<file path="src/core/i2c_tgt_consts.svh">
`ifndef I2C_TGT_CONSTS_SVH
`define I2C_TGT_CONSTS_SVH

// Mode and field encodings
`define SERIAL_MODE_TWO_WIRE 2'h3
`define AUTO_STOP_BY_COUNT 2'h2
`define TEN_BIT_PREFIX 5'h1e
`define GENERAL_CALL_ADDR 8'h00
`define BITS_PER_BYTE 4'h8
`define HALF_DIV_MIN 15'h0002
`define SOURCE_SUBSYSTEM 1'h0

`endif

</file>
<file path="src/core/i2c_tgt_pkg.sv">
package i2c_tgt_pkg;

	typedef enum logic [3:0] {
		S_IDLE, S_ADDR, S_ADDR2, S_ACK, S_TXHOLD, S_TXREL, S_TXBIT,
		S_TXACK, S_TXSTALL, S_RXBIT, S_WAITEND,
		M_START, M_BIT, M_HOLD, M_STOP
	} state_e;

	typedef enum logic [1:0] {
		AFTER_RX, AFTER_TX, AFTER_ADDR2
	} ack_next_e;

	typedef struct packed {
		state_e st;
		ack_next_e nxt;
		logic sdaOe;
		logic sclOe;
		logic [7:0] shift;
		logic [3:0] bitCnt;
		logic addressed;
		logic tenOk;
		logic [7:0] txBuf;
		logic txFull;
		logic [7:0] rxBuf;
		logic startFlag;
		logic stopFlag;
		logic txReq;
		logic rxReq;
		logic busy;
		logic dir;
		logic [3:0] ie;
		logic [14:0] divCnt;
		logic [7:0] byteCnt;
		logic ackOk;
	} core_s;

	typedef struct packed {
		logic [1:0] sclSy;
		logic [1:0] sdaSy;
		logic sclD;
		logic sdaD;
	} line_s;

endpackage : i2c_tgt_pkg

</file>
<file path="src/core/i2c_line_sync.sv">
`timescale 1ns/1ps

module i2c_line_sync (
	// Clock and reset
	input wire logic clk,
	input wire logic rst_n,
	// Bus pins
	input wire logic sclIn,
	input wire logic sdaIn,
	// Conditioned levels and events
	output logic sclLvl,
	output logic sdaLvl,
	output logic sclRise,
	output logic sclFall,
	output logic startDet,
	output logic stopDet
);

	i2c_tgt_pkg::line_s s;
	i2c_tgt_pkg::line_s n;

	// Two stages before anything looks at a pin
	always_comb begin
		n = s;
		n.sclSy = {s.sclSy[0], sclIn};
		n.sdaSy = {s.sdaSy[0], sdaIn};
		n.sclD = s.sclSy[1];
		n.sdaD = s.sdaSy[1];
	end

	always_ff @(posedge clk or negedge rst_n) begin
		if (!rst_n) begin
			s <= '{sclSy: 2'h3, sdaSy: 2'h3, sclD: 1'b1, sdaD: 1'b1};
		end else begin
			s <= n;
		end
	end

	assign sclLvl = s.sclSy[1];
	assign sdaLvl = s.sdaSy[1];
	assign sclRise = s.sclSy[1] & ~s.sclD;
	assign sclFall = ~s.sclSy[1] & s.sclD;
	// SDA moving while SCL stays high frames a transfer
	assign startDet = s.sclSy[1] & s.sclD & s.sdaD & ~s.sdaSy[1];
	assign stopDet = s.sclSy[1] & s.sclD & ~s.sdaD & s.sdaSy[1];

endmodule : i2c_line_sync

</file>
<file path="src/core/i2c_slave_addressing_transmitter.sv">
// Operation
// - Short address: first byte is seven address bits then direction bit.
// - Receiving party acknowledges every byte, address bytes included.
// - Long address first byte: 11110, two top address bits, direction.
// - Long address second byte holds low eight bits, then ack, data.
// - Repeated START lets master resend address with new direction.
// - Master bit rate is selected source clock over divider value.
// - Bytes per frame come from count threshold and auto stop field.
// - Master sends the target address register as address.
// - Slave raises receive request per byte, transmit request per request.
// - Slave when mode is 11, synchronous set, master select clear.
// - Slave starts as receiver, then follows received direction bit.
// - Own address matched seven-bit when width is 0, ten-bit when 1.
// - General call answered only when general call accept is set.
// - After START compare address with own address zero, set match flag.
// - Matched read makes slave transmit on master clocks, pulling SCL low only to stretch.
// - Entering slave transmit sets direction and transmit request.
// - Hold SCL low until first byte written, then ack and send.
// - Transmit request set again on each buffer to shift move.
// - After master ack send next byte or stretch until buffer filled.
// - Master NACK then STOP sets stop detect flag.
// - Master NACK then repeated START returns to address reception.
// - Bytes go most significant bit first, one SCL pulse per bit.
// - Bus busy set on START, cleared on STOP.
// - Reset hold stops traffic, releases lines, clears enables and flags.
`timescale 1ns/1ps
`include "i2c_tgt_consts.svh"

module i2c_slave_addressing_transmitter (
	// Clock and reset
	input wire logic clk,
	input wire logic rst_n,
	// Bus pins, open drain
	input wire logic sclIn,
	output logic sclOut,
	output logic sclOe,
	input wire logic sdaIn,
	output logic sdaOut,
	output logic sdaOe,
	// Configuration
	input wire logic softwareResetHold,
	input wire logic [1:0] serialModeSelect,
	input wire logic synchronousSelect,
	input wire logic masterSelect,
	input wire logic ownAddressWidth,
	input wire logic generalCallAccept,
	input wire logic [9:0] ownAddressZero,
	input wire logic [9:0] targetAddressReg,
	input wire logic [15:0] bitRateDivider,
	input wire logic clockSourceSelect,
	input wire logic altSourceTick,
	input wire logic [7:0] byteCountThreshold,
	input wire logic [1:0] autoStopSelect,
	// Software strobes
	input wire logic masterStartReq,
	input wire logic txWrite,
	input wire logic [7:0] transmitBuffer,
	input wire logic rxRead,
	input wire logic startMatchClear,
	input wire logic stopDetectClear,
	input wire logic ieWrite,
	input wire logic [3:0] ieData,
	// Status
	output logic busBusyFlag,
	output logic startMatchFlag,
	output logic stopDetectFlag,
	output logic transmitRequestFlag,
	output logic receiveRequestFlag,
	output logic transferDirection,
	output logic [7:0] receiveBuffer,
	output logic [3:0] interruptEnableReg
);

	i2c_tgt_pkg::core_s s;
	i2c_tgt_pkg::core_s n;
	// Short state names, each spelled out from the package
	localparam i2c_tgt_pkg::state_e S_IDLE = i2c_tgt_pkg::S_IDLE;
	localparam i2c_tgt_pkg::state_e S_ADDR = i2c_tgt_pkg::S_ADDR;
	localparam i2c_tgt_pkg::state_e S_ADDR2 = i2c_tgt_pkg::S_ADDR2;
	localparam i2c_tgt_pkg::state_e S_ACK = i2c_tgt_pkg::S_ACK;
	localparam i2c_tgt_pkg::state_e S_TXHOLD = i2c_tgt_pkg::S_TXHOLD;
	localparam i2c_tgt_pkg::state_e S_TXREL = i2c_tgt_pkg::S_TXREL;
	localparam i2c_tgt_pkg::state_e S_TXBIT = i2c_tgt_pkg::S_TXBIT;
	localparam i2c_tgt_pkg::state_e S_TXACK = i2c_tgt_pkg::S_TXACK;
	localparam i2c_tgt_pkg::state_e S_TXSTALL = i2c_tgt_pkg::S_TXSTALL;
	localparam i2c_tgt_pkg::state_e S_RXBIT = i2c_tgt_pkg::S_RXBIT;
	localparam i2c_tgt_pkg::state_e S_WAITEND = i2c_tgt_pkg::S_WAITEND;
	localparam i2c_tgt_pkg::state_e M_START = i2c_tgt_pkg::M_START;
	localparam i2c_tgt_pkg::state_e M_BIT = i2c_tgt_pkg::M_BIT;
	localparam i2c_tgt_pkg::state_e M_HOLD = i2c_tgt_pkg::M_HOLD;
	localparam i2c_tgt_pkg::state_e M_STOP = i2c_tgt_pkg::M_STOP;
	localparam i2c_tgt_pkg::ack_next_e AFTER_RX =
		i2c_tgt_pkg::AFTER_RX;
	localparam i2c_tgt_pkg::ack_next_e AFTER_TX =
		i2c_tgt_pkg::AFTER_TX;
	localparam i2c_tgt_pkg::ack_next_e AFTER_ADDR2 =
		i2c_tgt_pkg::AFTER_ADDR2;
	logic sclLvl, sdaLvl, sclRise, sclFall, startDet, stopDet;
	logic twoWire, slaveOn, masterOn, srcTick, halfTick, countDone;
	logic [14:0] halfDiv;

	////////////////////////////////////////////////////////////////////////
	i2c_line_sync lines (
		.clk(clk),
		.rst_n(rst_n),
		.sclIn(sclIn),
		.sdaIn(sdaIn),
		.sclLvl(sclLvl),
		.sdaLvl(sdaLvl),
		.sclRise(sclRise),
		.sclFall(sclFall),
		.startDet(startDet),
		.stopDet(stopDet)
	);

	////////////////////////////////////////////////////////////////////////
	// mode decode
	assign twoWire = (serialModeSelect == `SERIAL_MODE_TWO_WIRE) &
		synchronousSelect & ~softwareResetHold;
	assign slaveOn = twoWire & ~masterSelect;
	assign masterOn = twoWire & masterSelect;

	// half-bit divider on the chosen source
	assign srcTick = (clockSourceSelect == `SOURCE_SUBSYSTEM) ?
		1'b1 : altSourceTick;
	assign halfDiv = (bitRateDivider[15:1] < `HALF_DIV_MIN) ?
		`HALF_DIV_MIN : bitRateDivider[15:1];
	assign halfTick = srcTick & (s.divCnt >= halfDiv - 15'h0001);
	assign countDone = (autoStopSelect == `AUTO_STOP_BY_COUNT) &
		(s.byteCnt == byteCountThreshold);

	////////////////////////////////////////////////////////////////////////
	always_comb begin
		n = s;
		// Clears first so a same-cycle set still wins
		if (startMatchClear)
			n.startFlag = 1'b0;
		if (stopDetectClear)
			n.stopFlag = 1'b0;
		if (rxRead)
			n.rxReq = 1'b0;
		if (ieWrite)
			n.ie = ieData;
		if (startDet)
			n.busy = 1'b1;
		if (stopDet)
			n.busy = 1'b0;
		// Released SCL held low by someone else freezes the divider
		if (s.st inside {M_START, M_BIT, M_STOP}) begin
			if (halfTick)
				n.divCnt = 15'h0000;
			else if (srcTick & (s.sclOe | sclLvl))
				n.divCnt = s.divCnt + 15'h0001;
		end else begin
			n.divCnt = 15'h0000;
		end

		if (slaveOn) begin
			case (s.st)
			S_ADDR, S_ADDR2, S_RXBIT: begin
				// shift in MSB first on rising edges
				if (sclRise) begin
					n.shift = {s.shift[6:0], sdaLvl};
					n.bitCnt = s.bitCnt + 4'h1;
				end
				if (sclFall && s.bitCnt == `BITS_PER_BYTE) begin
					n.bitCnt = 4'h0;
					n.st = S_WAITEND;
					if (s.st == S_RXBIT) begin
						n.rxBuf = s.shift;
						n.rxReq = 1'b1;
						n.sdaOe = 1'b1;
						n.st = S_ACK;
						n.nxt = AFTER_RX;
					end else if (s.st == S_ADDR2) begin
						// low eight bits of long address
						if (s.shift == ownAddressZero[7:0]) begin
							n.tenOk = 1'b1;
							n.addressed = 1'b1;
							n.startFlag = 1'b1;
							n.sdaOe = 1'b1;
							n.st = S_ACK;
							n.nxt = AFTER_RX;
						end
					end else if (ownAddressWidth) begin
						if (s.shift[7:3] == `TEN_BIT_PREFIX &&
							s.shift[2:1] == ownAddressZero[9:8]) begin
							if (!s.shift[0]) begin
								n.sdaOe = 1'b1;
								n.st = S_ACK;
								n.nxt = AFTER_ADDR2;
							end else if (s.tenOk) begin
								n.startFlag = 1'b1;
								n.addressed = 1'b1;
								n.dir = 1'b1;
								n.txReq = 1'b1;
								n.sclOe = 1'b1;
								n.st = S_TXHOLD;
							end
						end
					end else if (s.shift[7:1] == ownAddressZero[6:0]) begin
						n.startFlag = 1'b1;
						n.addressed = 1'b1;
						n.dir = s.shift[0];
						if (s.shift[0]) begin
							n.txReq = 1'b1;
							n.sclOe = 1'b1;
							n.st = S_TXHOLD;
						end else begin
							n.sdaOe = 1'b1;
							n.st = S_ACK;
							n.nxt = AFTER_RX;
						end
					end else if (s.shift == `GENERAL_CALL_ADDR &&
						generalCallAccept) begin
						n.addressed = 1'b1;
						n.sdaOe = 1'b1;
						n.st = S_ACK;
						n.nxt = AFTER_RX;
					end
				end
			end
			S_TXHOLD: begin
				// Drive the ack before letting SCL go
				if (s.txFull && !s.sdaOe)
					n.sdaOe = 1'b1;
				else if (s.txFull) begin
					n.sclOe = 1'b0;
					n.st = S_ACK;
					n.nxt = AFTER_TX;
				end
			end
			S_ACK: begin
				if (sclFall) begin
					n.sdaOe = 1'b0;
					n.bitCnt = 4'h0;
					case (s.nxt)
					AFTER_TX: begin
						// data out on master clocks only
						n.sdaOe = ~s.txBuf[7];
						n.shift = {s.txBuf[6:0], 1'b0};
						n.txFull = 1'b0;
						n.txReq = 1'b1;
						n.bitCnt = 4'h1;
						n.st = S_TXBIT;
					end
					AFTER_ADDR2: n.st = S_ADDR2;
					default: n.st = S_RXBIT;
					endcase
				end
			end
			S_TXBIT: begin
				if (sclFall) begin
					if (s.bitCnt == `BITS_PER_BYTE) begin
						n.sdaOe = 1'b0;
						n.st = S_TXACK;
					end else begin
						n.sdaOe = ~s.shift[7];
						n.shift = {s.shift[6:0], 1'b0};
						n.bitCnt = s.bitCnt + 4'h1;
					end
				end
			end
			S_TXACK: begin
				if (sclRise)
					n.ackOk = ~sdaLvl;
				if (sclFall) begin
					if (!s.ackOk) begin
						n.st = S_WAITEND;
					end else begin
						n.sclOe = 1'b1;
						n.st = S_TXSTALL;
					end
				end
			end
			S_TXSTALL: begin
				if (s.txFull) begin
					n.sdaOe = ~s.txBuf[7];
					n.shift = {s.txBuf[6:0], 1'b0};
					n.txFull = 1'b0;
					n.txReq = 1'b1;
					n.bitCnt = 4'h1;
					n.st = S_TXREL;
				end
			end
			S_TXREL: begin
				// Data settles a cycle before SCL is freed
				n.sclOe = 1'b0;
				n.st = S_TXBIT;
			end
			default: begin
				n.sdaOe = 1'b0;
				n.sclOe = 1'b0;
			end
			endcase
			if (startDet) begin
				n.st = S_ADDR;
				n.bitCnt = 4'h0;
				n.sdaOe = 1'b0;
				n.sclOe = 1'b0;
				n.dir = 1'b0;
			end
			// stop after our transfer flags it
			if (stopDet) begin
				if (s.addressed)
					n.stopFlag = 1'b1;
				n.addressed = 1'b0;
				n.tenOk = 1'b0;
				n.st = S_IDLE;
				n.sdaOe = 1'b0;
				n.sclOe = 1'b0;
				n.dir = 1'b0;
			end
		end else if (masterOn) begin
			case (s.st)
			M_START: begin
				if (halfTick) begin
					n.sclOe = 1'b1;
					n.sdaOe = ~targetAddressReg[6];
					n.shift = {targetAddressReg[5:0], 2'h0};
					n.bitCnt = 4'h0;
					n.st = M_BIT;
				end
			end
			M_BIT: begin
				if (halfTick && s.sclOe) begin
					n.sclOe = 1'b0;
				end else if (halfTick) begin
					n.sclOe = 1'b1;
					n.bitCnt = s.bitCnt + 4'h1;
					if (s.bitCnt == `BITS_PER_BYTE) begin
						// stop on count or on NACK
						if (sdaLvl || countDone) begin
							n.sdaOe = 1'b1;
							n.st = M_STOP;
						end else begin
							n.sdaOe = 1'b0;
							n.st = M_HOLD;
						end
					end else if (s.bitCnt == 4'h7) begin
						n.sdaOe = 1'b0;
					end else begin
						n.sdaOe = ~s.shift[7];
						n.shift = {s.shift[6:0], 1'b0};
					end
				end
			end
			M_HOLD: begin
				if (s.txFull) begin
					n.sdaOe = ~s.txBuf[7];
					n.shift = {s.txBuf[6:0], 1'b0};
					n.txFull = 1'b0;
					n.txReq = 1'b1;
					n.byteCnt = s.byteCnt + 8'h01;
					n.bitCnt = 4'h0;
					n.st = M_BIT;
				end
			end
			M_STOP: begin
				if (halfTick && s.sclOe) begin
					n.sclOe = 1'b0;
				end else if (halfTick) begin
					n.sdaOe = 1'b0;
					n.stopFlag = 1'b1;
					n.dir = 1'b0;
					n.st = S_IDLE;
				end
			end
			default: begin
				n.sdaOe = 1'b0;
				n.sclOe = 1'b0;
				if (masterStartReq && !s.busy) begin
					n.sdaOe = 1'b1;
					n.dir = 1'b1;
					n.txReq = 1'b1;
					n.byteCnt = 8'h00;
					n.st = M_START;
				end
			end
			endcase
		end else begin
			n.st = S_IDLE;
			n.sdaOe = 1'b0;
			n.sclOe = 1'b0;
			n.dir = 1'b0;
			n.addressed = 1'b0;
		end

		// Buffer write after the FSM so a fresh byte is never lost
		if (txWrite) begin
			n.txBuf = transmitBuffer;
			n.txFull = 1'b1;
			n.txReq = 1'b0;
		end
		// reset hold releases lines and clears flags
		if (softwareResetHold) begin
			n.st = S_IDLE;
			n.sdaOe = 1'b0;
			n.sclOe = 1'b0;
			n.ie = 4'h0;
			n.startFlag = 1'b0;
			n.stopFlag = 1'b0;
			n.txReq = 1'b0;
			n.rxReq = 1'b0;
			n.busy = 1'b0;
			n.addressed = 1'b0;
			n.tenOk = 1'b0;
			n.txFull = 1'b0;
		end
	end

	always_ff @(posedge clk or negedge rst_n) begin
		if (!rst_n) begin
			s <= '0;
		end else begin
			s <= n;
		end
	end

	////////////////////////////////////////////////////////////////////////
	// Open drain: the lines are only ever pulled low
	assign sclOut = 1'b0;
	assign sdaOut = 1'b0;
	assign sclOe = s.sclOe;
	assign sdaOe = s.sdaOe;
	assign busBusyFlag = s.busy;
	assign startMatchFlag = s.startFlag;
	assign stopDetectFlag = s.stopFlag;
	assign transmitRequestFlag = s.txReq;
	assign receiveRequestFlag = s.rxReq;
	assign transferDirection = s.dir;
	assign receiveBuffer = s.rxBuf;
	assign interruptEnableReg = s.ie;

endmodule : i2c_slave_addressing_transmitter

</file>
<file path="config.mk">
export PLATFORM = sky130hd
export DESIGN_NAME = i2c_slave_addressing_transmitter
export DESIGN_NICKNAME = d
export VERILOG_FILES = /design/src/core/i2c_tgt_pkg.sv /design/src/core/i2c_line_sync.sv /design/src/core/i2c_slave_addressing_transmitter.sv
export VERILOG_INCLUDE_DIRS = /design/src /design/src/core
export SDC_FILE = /design/constraint.sdc
export NUM_CORES = 1
export LEC_CHECK = 0
export BUFFER_PORTS_ARGS = -buffer_cell sky130_fd_sc_hd__clkbuf_2
export CELL_PAD_IN_SITES_DETAIL_PLACEMENT = 0
export CELL_PAD_IN_SITES_GLOBAL_PLACEMENT = 2
export CORE_MARGIN = 1
export CORE_UTILIZATION = 39
export CTS_BUF_LIST = sky130_fd_sc_hd__clkbuf_4
export CTS_CLUSTER_DIAMETER = 100
export DETAILED_ROUTE_END_ITERATION = 7
export PLACE_DENSITY = 0.86
export SLEW_MARGIN = 20
export SYNTH_ARGS = -nofsm -noshare
export SYNTH_HDL_FRONTEND = slang
export SYNTH_HIERARCHICAL = 1
export SYNTH_SLANG_ARGS = --single-unit
</file>
<file path="constraint.sdc">
create_clock -name clk -period 5.4 [get_ports clk]
set_input_delay 1.08 -clock clk [delete_from_list [all_inputs] [get_ports clk]]
set_output_delay 1.08 -clock clk [all_outputs]
set_load 0.005 [all_outputs]
</file>
* Word level (Yosys, flattened, before mapping) *
Cells that the tools add are included.

storage, ports and cells
  flip-flop bits (word level) = 79
  input port bits = 77

operators by class
  $add $sub $neg = 4
  order comparisons = 2
  eq/ne operators = 122
  muxes and demuxes = 170
  bitwise operators = 26
  reductions and logical operators = 44

operators by type and width
  kind                number
  $mux 12             9
  $mux 4              23
  $ne 6x4->1 const B  15
  $mux 1              83
  $mux 15             5
  $ne 5x5->1 const B  14
  $mux 8              7
  $pmux 12 s4         1
  $ne 3x3->1 const B  12
  $pmux 12 s3         1
  $mux 7              5
  $ne 5x3->1 const B  7
  $reduce_and 15->1   2
  $eq 4x4->1 const B  7
  $mux 14             2
  $mux 2              14
  $pmux 4 s7          1
  $ne 9x7->1 const B  3
  $ne 6x6->1 const B  4
  $reduce_and 12->1   2
  $ne 7x5->1 const B  3
  $eq 4x3->1 const B  5
  $ne 4x2->1 const B  5
  $ne 4x3->1 const B  5
  other kinds (62)    133

* Logic depth before layout (Yosys ltp) *
  depth in word-level cells = 13
  gate-level depth with buffers = 19
  mapped depth without buffers = 18

* Modules after synthesis *
Netlist, hierarchy kept.

by module, submodules not included
  module                            times used  cells an instance  area an instance (sq um)  sequential area each (sq um)
  i2c_slave_addressing_transmitter  1           728                6152.2                    1826.8
  i2c_line_sync                     1           10                 190.2                     157.7

* Worst setup path after synthesis *
No wires, ideal clock.

  kind = input-to-reg
  start point = input bitRateDivider[6]
  end point = register s[70] (netlist name)
  library setup time = 0.128 ns
  arrival time = 5.047 ns
  required time = 5.272 ns
  path slack = 0.226 ns
  cell stages on the path = 19
  buffers on the path = 1
  cell sequence = or4_1 -> or3_1 -> nor3_2 -> nand2_1 -> nand2_1 -> ha_1 -> nand2_1 -> or2_1 -> nor4_1 -> xnor2_1 -> ha_1 -> nand2_1 -> nor3_2 -> nand4_1 -> o211ai_2 -> o22ai_1 -> or3_1 -> buf_2 -> mux2_1

on the way
  word-level cells in the longest chain between the ends = 8
  elaborated cells between the ends (all ways) = 12

RTL lines
  element                               line                                                                              text
  from (decl)                           i2c_slave_addressing_transmitter.sv:49                                            input wire logic [15:0] bitRateDivider,
  $lt 15x2->1 (no source line)          -
  $mux 15 *                             i2c_slave_addressing_transmitter.sv:126                                           assign halfDiv = (bitRateDivider[15:1] < `HALF_DIV_MIN) ?
  $sub 15x1->15 *                       i2c_slave_addressing_transmitter.sv:128                                           assign halfTick = srcTick & (s.divCnt >= halfDiv - 15'h0001);
  $ge 15x15->1 *                        i2c_slave_addressing_transmitter.sv:128
  $and 1x1->1 *                         i2c_slave_addressing_transmitter.sv:128
  $logic_and 1x1->1                     i2c_slave_addressing_transmitter.sv:326, i2c_slave_addressing_transmitter.sv:360
  $ne 5x5->1 (no source line)           -
  $reduce_and 17->1 (no source line) *  -
  to (signal assigned)                  i2c_slave_addressing_transmitter.sv:416                                           s <= n;
  to (decl)                             i2c_slave_addressing_transmitter.sv:74                                            i2c_tgt_pkg::core_s s;

Mark *: on every way between the ends. The rest lies on a longest branch, timed or not.
A chain may end at the register's enable or synchronous reset.

* Final worst setup path *
  start point = input bitRateDivider[6]
  end point = register s[57] (netlist name)

on the way
  word-level cells in the longest chain between the ends = 8
  elaborated cells between the ends (all ways) = 10

RTL lines
  element                               line                                     text
  $lt 15x2->1 (no source line)          -
  $mux 15 *                             i2c_slave_addressing_transmitter.sv:126
  $sub 15x1->15 *                       i2c_slave_addressing_transmitter.sv:128
  $ge 15x15->1 *                        i2c_slave_addressing_transmitter.sv:128
  $and 1x1->1 *                         i2c_slave_addressing_transmitter.sv:128
  $logic_and 1x1->1                     i2c_slave_addressing_transmitter.sv:326  if (halfTick && s.sclOe) begin
  $ne 3x3->1 (no source line)           -
  $reduce_and 15->1 (no source line) *  -

Marks and branches as above.

==> flow_summary.toml <==
[global_route]
grt_util_all_layers = 0.238
gr-total-overflow = 0
grt_pass1_wl_um = 30400
grt_pass1_vias = 5670
grt_max_degree = 80
antenna_found_initial = 0

[layout]
finalNetCount = 899
antenna_cells = 0
n_fill_cell = 1646
drive_gt1_frac = 0.215
synthToLayoutAreaGrowth_pct = 11.0

[worst_hold_path]
hp-start = "lines/n[3]"
hold_path_depth = 0
worstHoldPathType = "reg -> reg"
hold_end = "lines/sdaLvl"

[worst_setup_path]
critPathBufInv = 2
cp.arrival_ns = 5.42
reg2reg_setup_slack_ns = 2.39
slowest_delay_ns = 0.54
worst_setup_path_start_kind = "input port"
crit_top_cell = "nand2_1"
critPathCaptureType = "flip-flop"
critical-path-top-delay-family = "simple AND/OR/NAND/NOR gates"
critPathSlowestCell = "or4_1"
timing.rr.start = "s[72]"
path_cells = "clkbuf_2 -> or4_1 -> or3_1 -> nor3_2 -> nand2_1 -> nand2_1 -> ha_1 -> nand2_1 -> or2_1 -> nor2_1 -> xnor2_1 -> ha_1 -> and2_0 -> a221o_1 -> a2bb2oi_2 -> o21ai_1 -> buf_4 -> o2111ai_1 -> a2bb2oi_4 -> mux2_1"
r2r_end = "s[57]"
crit_fanout = 8
worstSetupPathType = "in -> reg"
critPathRequiredTime_ns = 5.75
worst_r2r_path_depth = 7

[clocking]
htreeDepth = 3
cts_buffer_depth = 2
clkSlewWorstSetupHoldPaths_ns = 0.12
cts_tree = "yes"
clk-insertion-delay-late_ns = 0.47
cts_sinks = 79
cts_buffers = 9
postCtsSetupRepairBufs = 0
root_buffer = "clkbuf_4"

[yosys]
synth_most_common_cell = "nor2_1"
ys_async_sr_fraction = 1.00
ys_seq_area_frac = 0.313
synth_area_mm2 = 0.00634
ys_top_cells_by_count = "nor2_1, dfrtp_1, nand2_1, a21oi_1, o21ai_0"
ys_warn_count = 6
synth_top_area_frac = 0.288
synth_cells = 738
avgSynthCellArea_um2 = 8.59
synth.ff_latch_count = 79
synth_edf_count = 0
yosys_most_used_dff = "dfrtp_1"
synthDistinctLibCells = 92
yosysTopAreaCell = "dfrtp_1"
ys_top_cells_by_area = "dfrtp_1, nor2_1, ha_1, a21oi_1, xor2_1"

[run]
max_cap_violations = 0

[route]
antenna_left = 0
dr.pass1.iters = 5
viasPerCell = 5.77
wl_per_cell_um = 18.9
drt_wl_total_um = 19300
drc = 0
drtIter0Drc = 386
num_vias = 5893

[sta]
rsz0062_at_grt = "no"
hold_violations = 0
min_period_ns = 5.06
whs_ns = 0.367
fmax_mhz = 197
tightest_slew_ns = 0.881
relSlewSlack = 0.397
fin_crit_sh = 0.938
drv_slew = 0
setup_viol = 0
fin_skew_ns = 0.0188
setup_tns_ns = 0

[placement]
gp_congestion = 0.929
port_buffers = 92
hpwl_um = 14300

[power]
power_density_mw_per_mm2 = 178
power.leakage_nw = 3.08
peakVddDrop_mv = 0.103

[die]
fp.dieArea_mm2 = 0.0168
die-width_um = 130
die_h_um = 130
initial_core_util = 0.399
fp-row-count = 46
placeableCoreArea_mm2 = 0.0159
io_pins = 99

[outcome]
status = "finished clean"
## worst max-delay path by stage
| stage | from | endpoint | depth (start not counted) |
|---|---|---|---|
| after floorplan | bitRateDivider[6] | s[70] | 19 |
| after global placement | bitRateDivider[6] | s[64] | 20 |
| after detailed placement | bitRateDivider[6] | s[58] | 20 |
| after CTS | bitRateDivider[6] | s[57] | 20 |
| after global routing | bitRateDivider[6] | s[57] | 20 |
| final | bitRateDivider[6] | s[57] | 20 |
## cell usage in the layout, fill, tap and decap left out, types with 8 or more instances in the layout
cell type / count
nand2b_1: 13
dfrtp_1: 73
nor3_1: 18
nand3_1: 17
mux2_2: 9
nor2_1: 77
mux2i_1: 18
mux2_1: 17
xor2_1: 27
nand2_1: 54
xnor2_1: 20
nand4_1: 9
buf_4: 22
clkbuf_2: 91
nor4_1: 11
clkbuf_4: 11
or3_1: 11
o21ai_0: 38
o21ai_1: 11
nor2b_1: 12
a31oi_1: 10
inv_1: 16
a221oi_1: 8
a21oi_1: 53
and3_1: 8
ha_1: 22
## cell type report
class                      instances  area, um^2  share of cell area
timing repair buffer             114         632              0.0898
multi-input combinational        578        3940               0.560
clock inverter                     5        60.1             0.00853
tap                              216         270              0.0384
clock buffer                      11        82.6              0.0117
sequential                        79        1980               0.282
inverter                          18        67.6             0.00960
## registers in the layout (all words and copies together) (netlist names)
signal and cells:
receiveRequestFlag 1, stopDetectFlag 1, busBusyFlag 1, sclOe 1
lines/s 2, transferDirection 1, receiveBuffer 8, lines/sclLvl 1
s 53, lines/n 2, sdaOe 1, interruptEnableReg 4
lines/sdaLvl 1, startMatchFlag 1, transmitRequestFlag 1
## cell families after synthesis
kind of cell	synth area share
flip-flops	0.313
adder cells (fa/ha/maj)	0.0434
multiplexers	0.0769
XOR/XNOR	0.0718
other	0.000591
AND/OR/NAND/NOR	0.222
AO/OA/AOI/OAI	0.204
buffers and inverters	0.0688
## through the flow
stage | setup WS, ns | cells | utilization | cell area [um^2] | power, W
floorplan | 0.226 | 739 | - | 6350 | 0.000796
global placement | -0.161 | 1005 | 0.433 | 6880 | 0.000874
detailed placement | -0.210 | 1005 | 0.433 | 6880 | 0.000881
CTS | 0.296 | 1021 | 0.442 | 7020 | 0.00127
global route | 0.0910 | 1021 | 0.443 | 7040 | 0.00132
finish | 0.335 | 1021 | 0.443 | 7040 | 0.00125
## power by group
part	switching, W	total, W	leakage, nW	internal [W]
combinational	0.000134	0.000225	1.96	0.0000913
clock	0.000227	0.000380	0.0774	0.000153
sequential	0.0000331	0.000647	1.05	0.000614
## per-layer routing
layer / global-route usage / vias up / part of all wire
met1: 0.314 / 2843 / 0.44
met3: 0.0462 / 28 / 0.064
li1: - / 2796 / -
met4: 0.0828 / 0 / 0.021
met2: 0.388 / 226 / 0.47
met5: 0 / - / 0
## repair_timing
item | 4_1_cts | 5_1_grt
hold buffers | 0 | 0
gates resized for setup | 0 | 2
endpoints found under the setup margin | 0 | 9
Note: power is estimated with default switching activity, not from simulation.
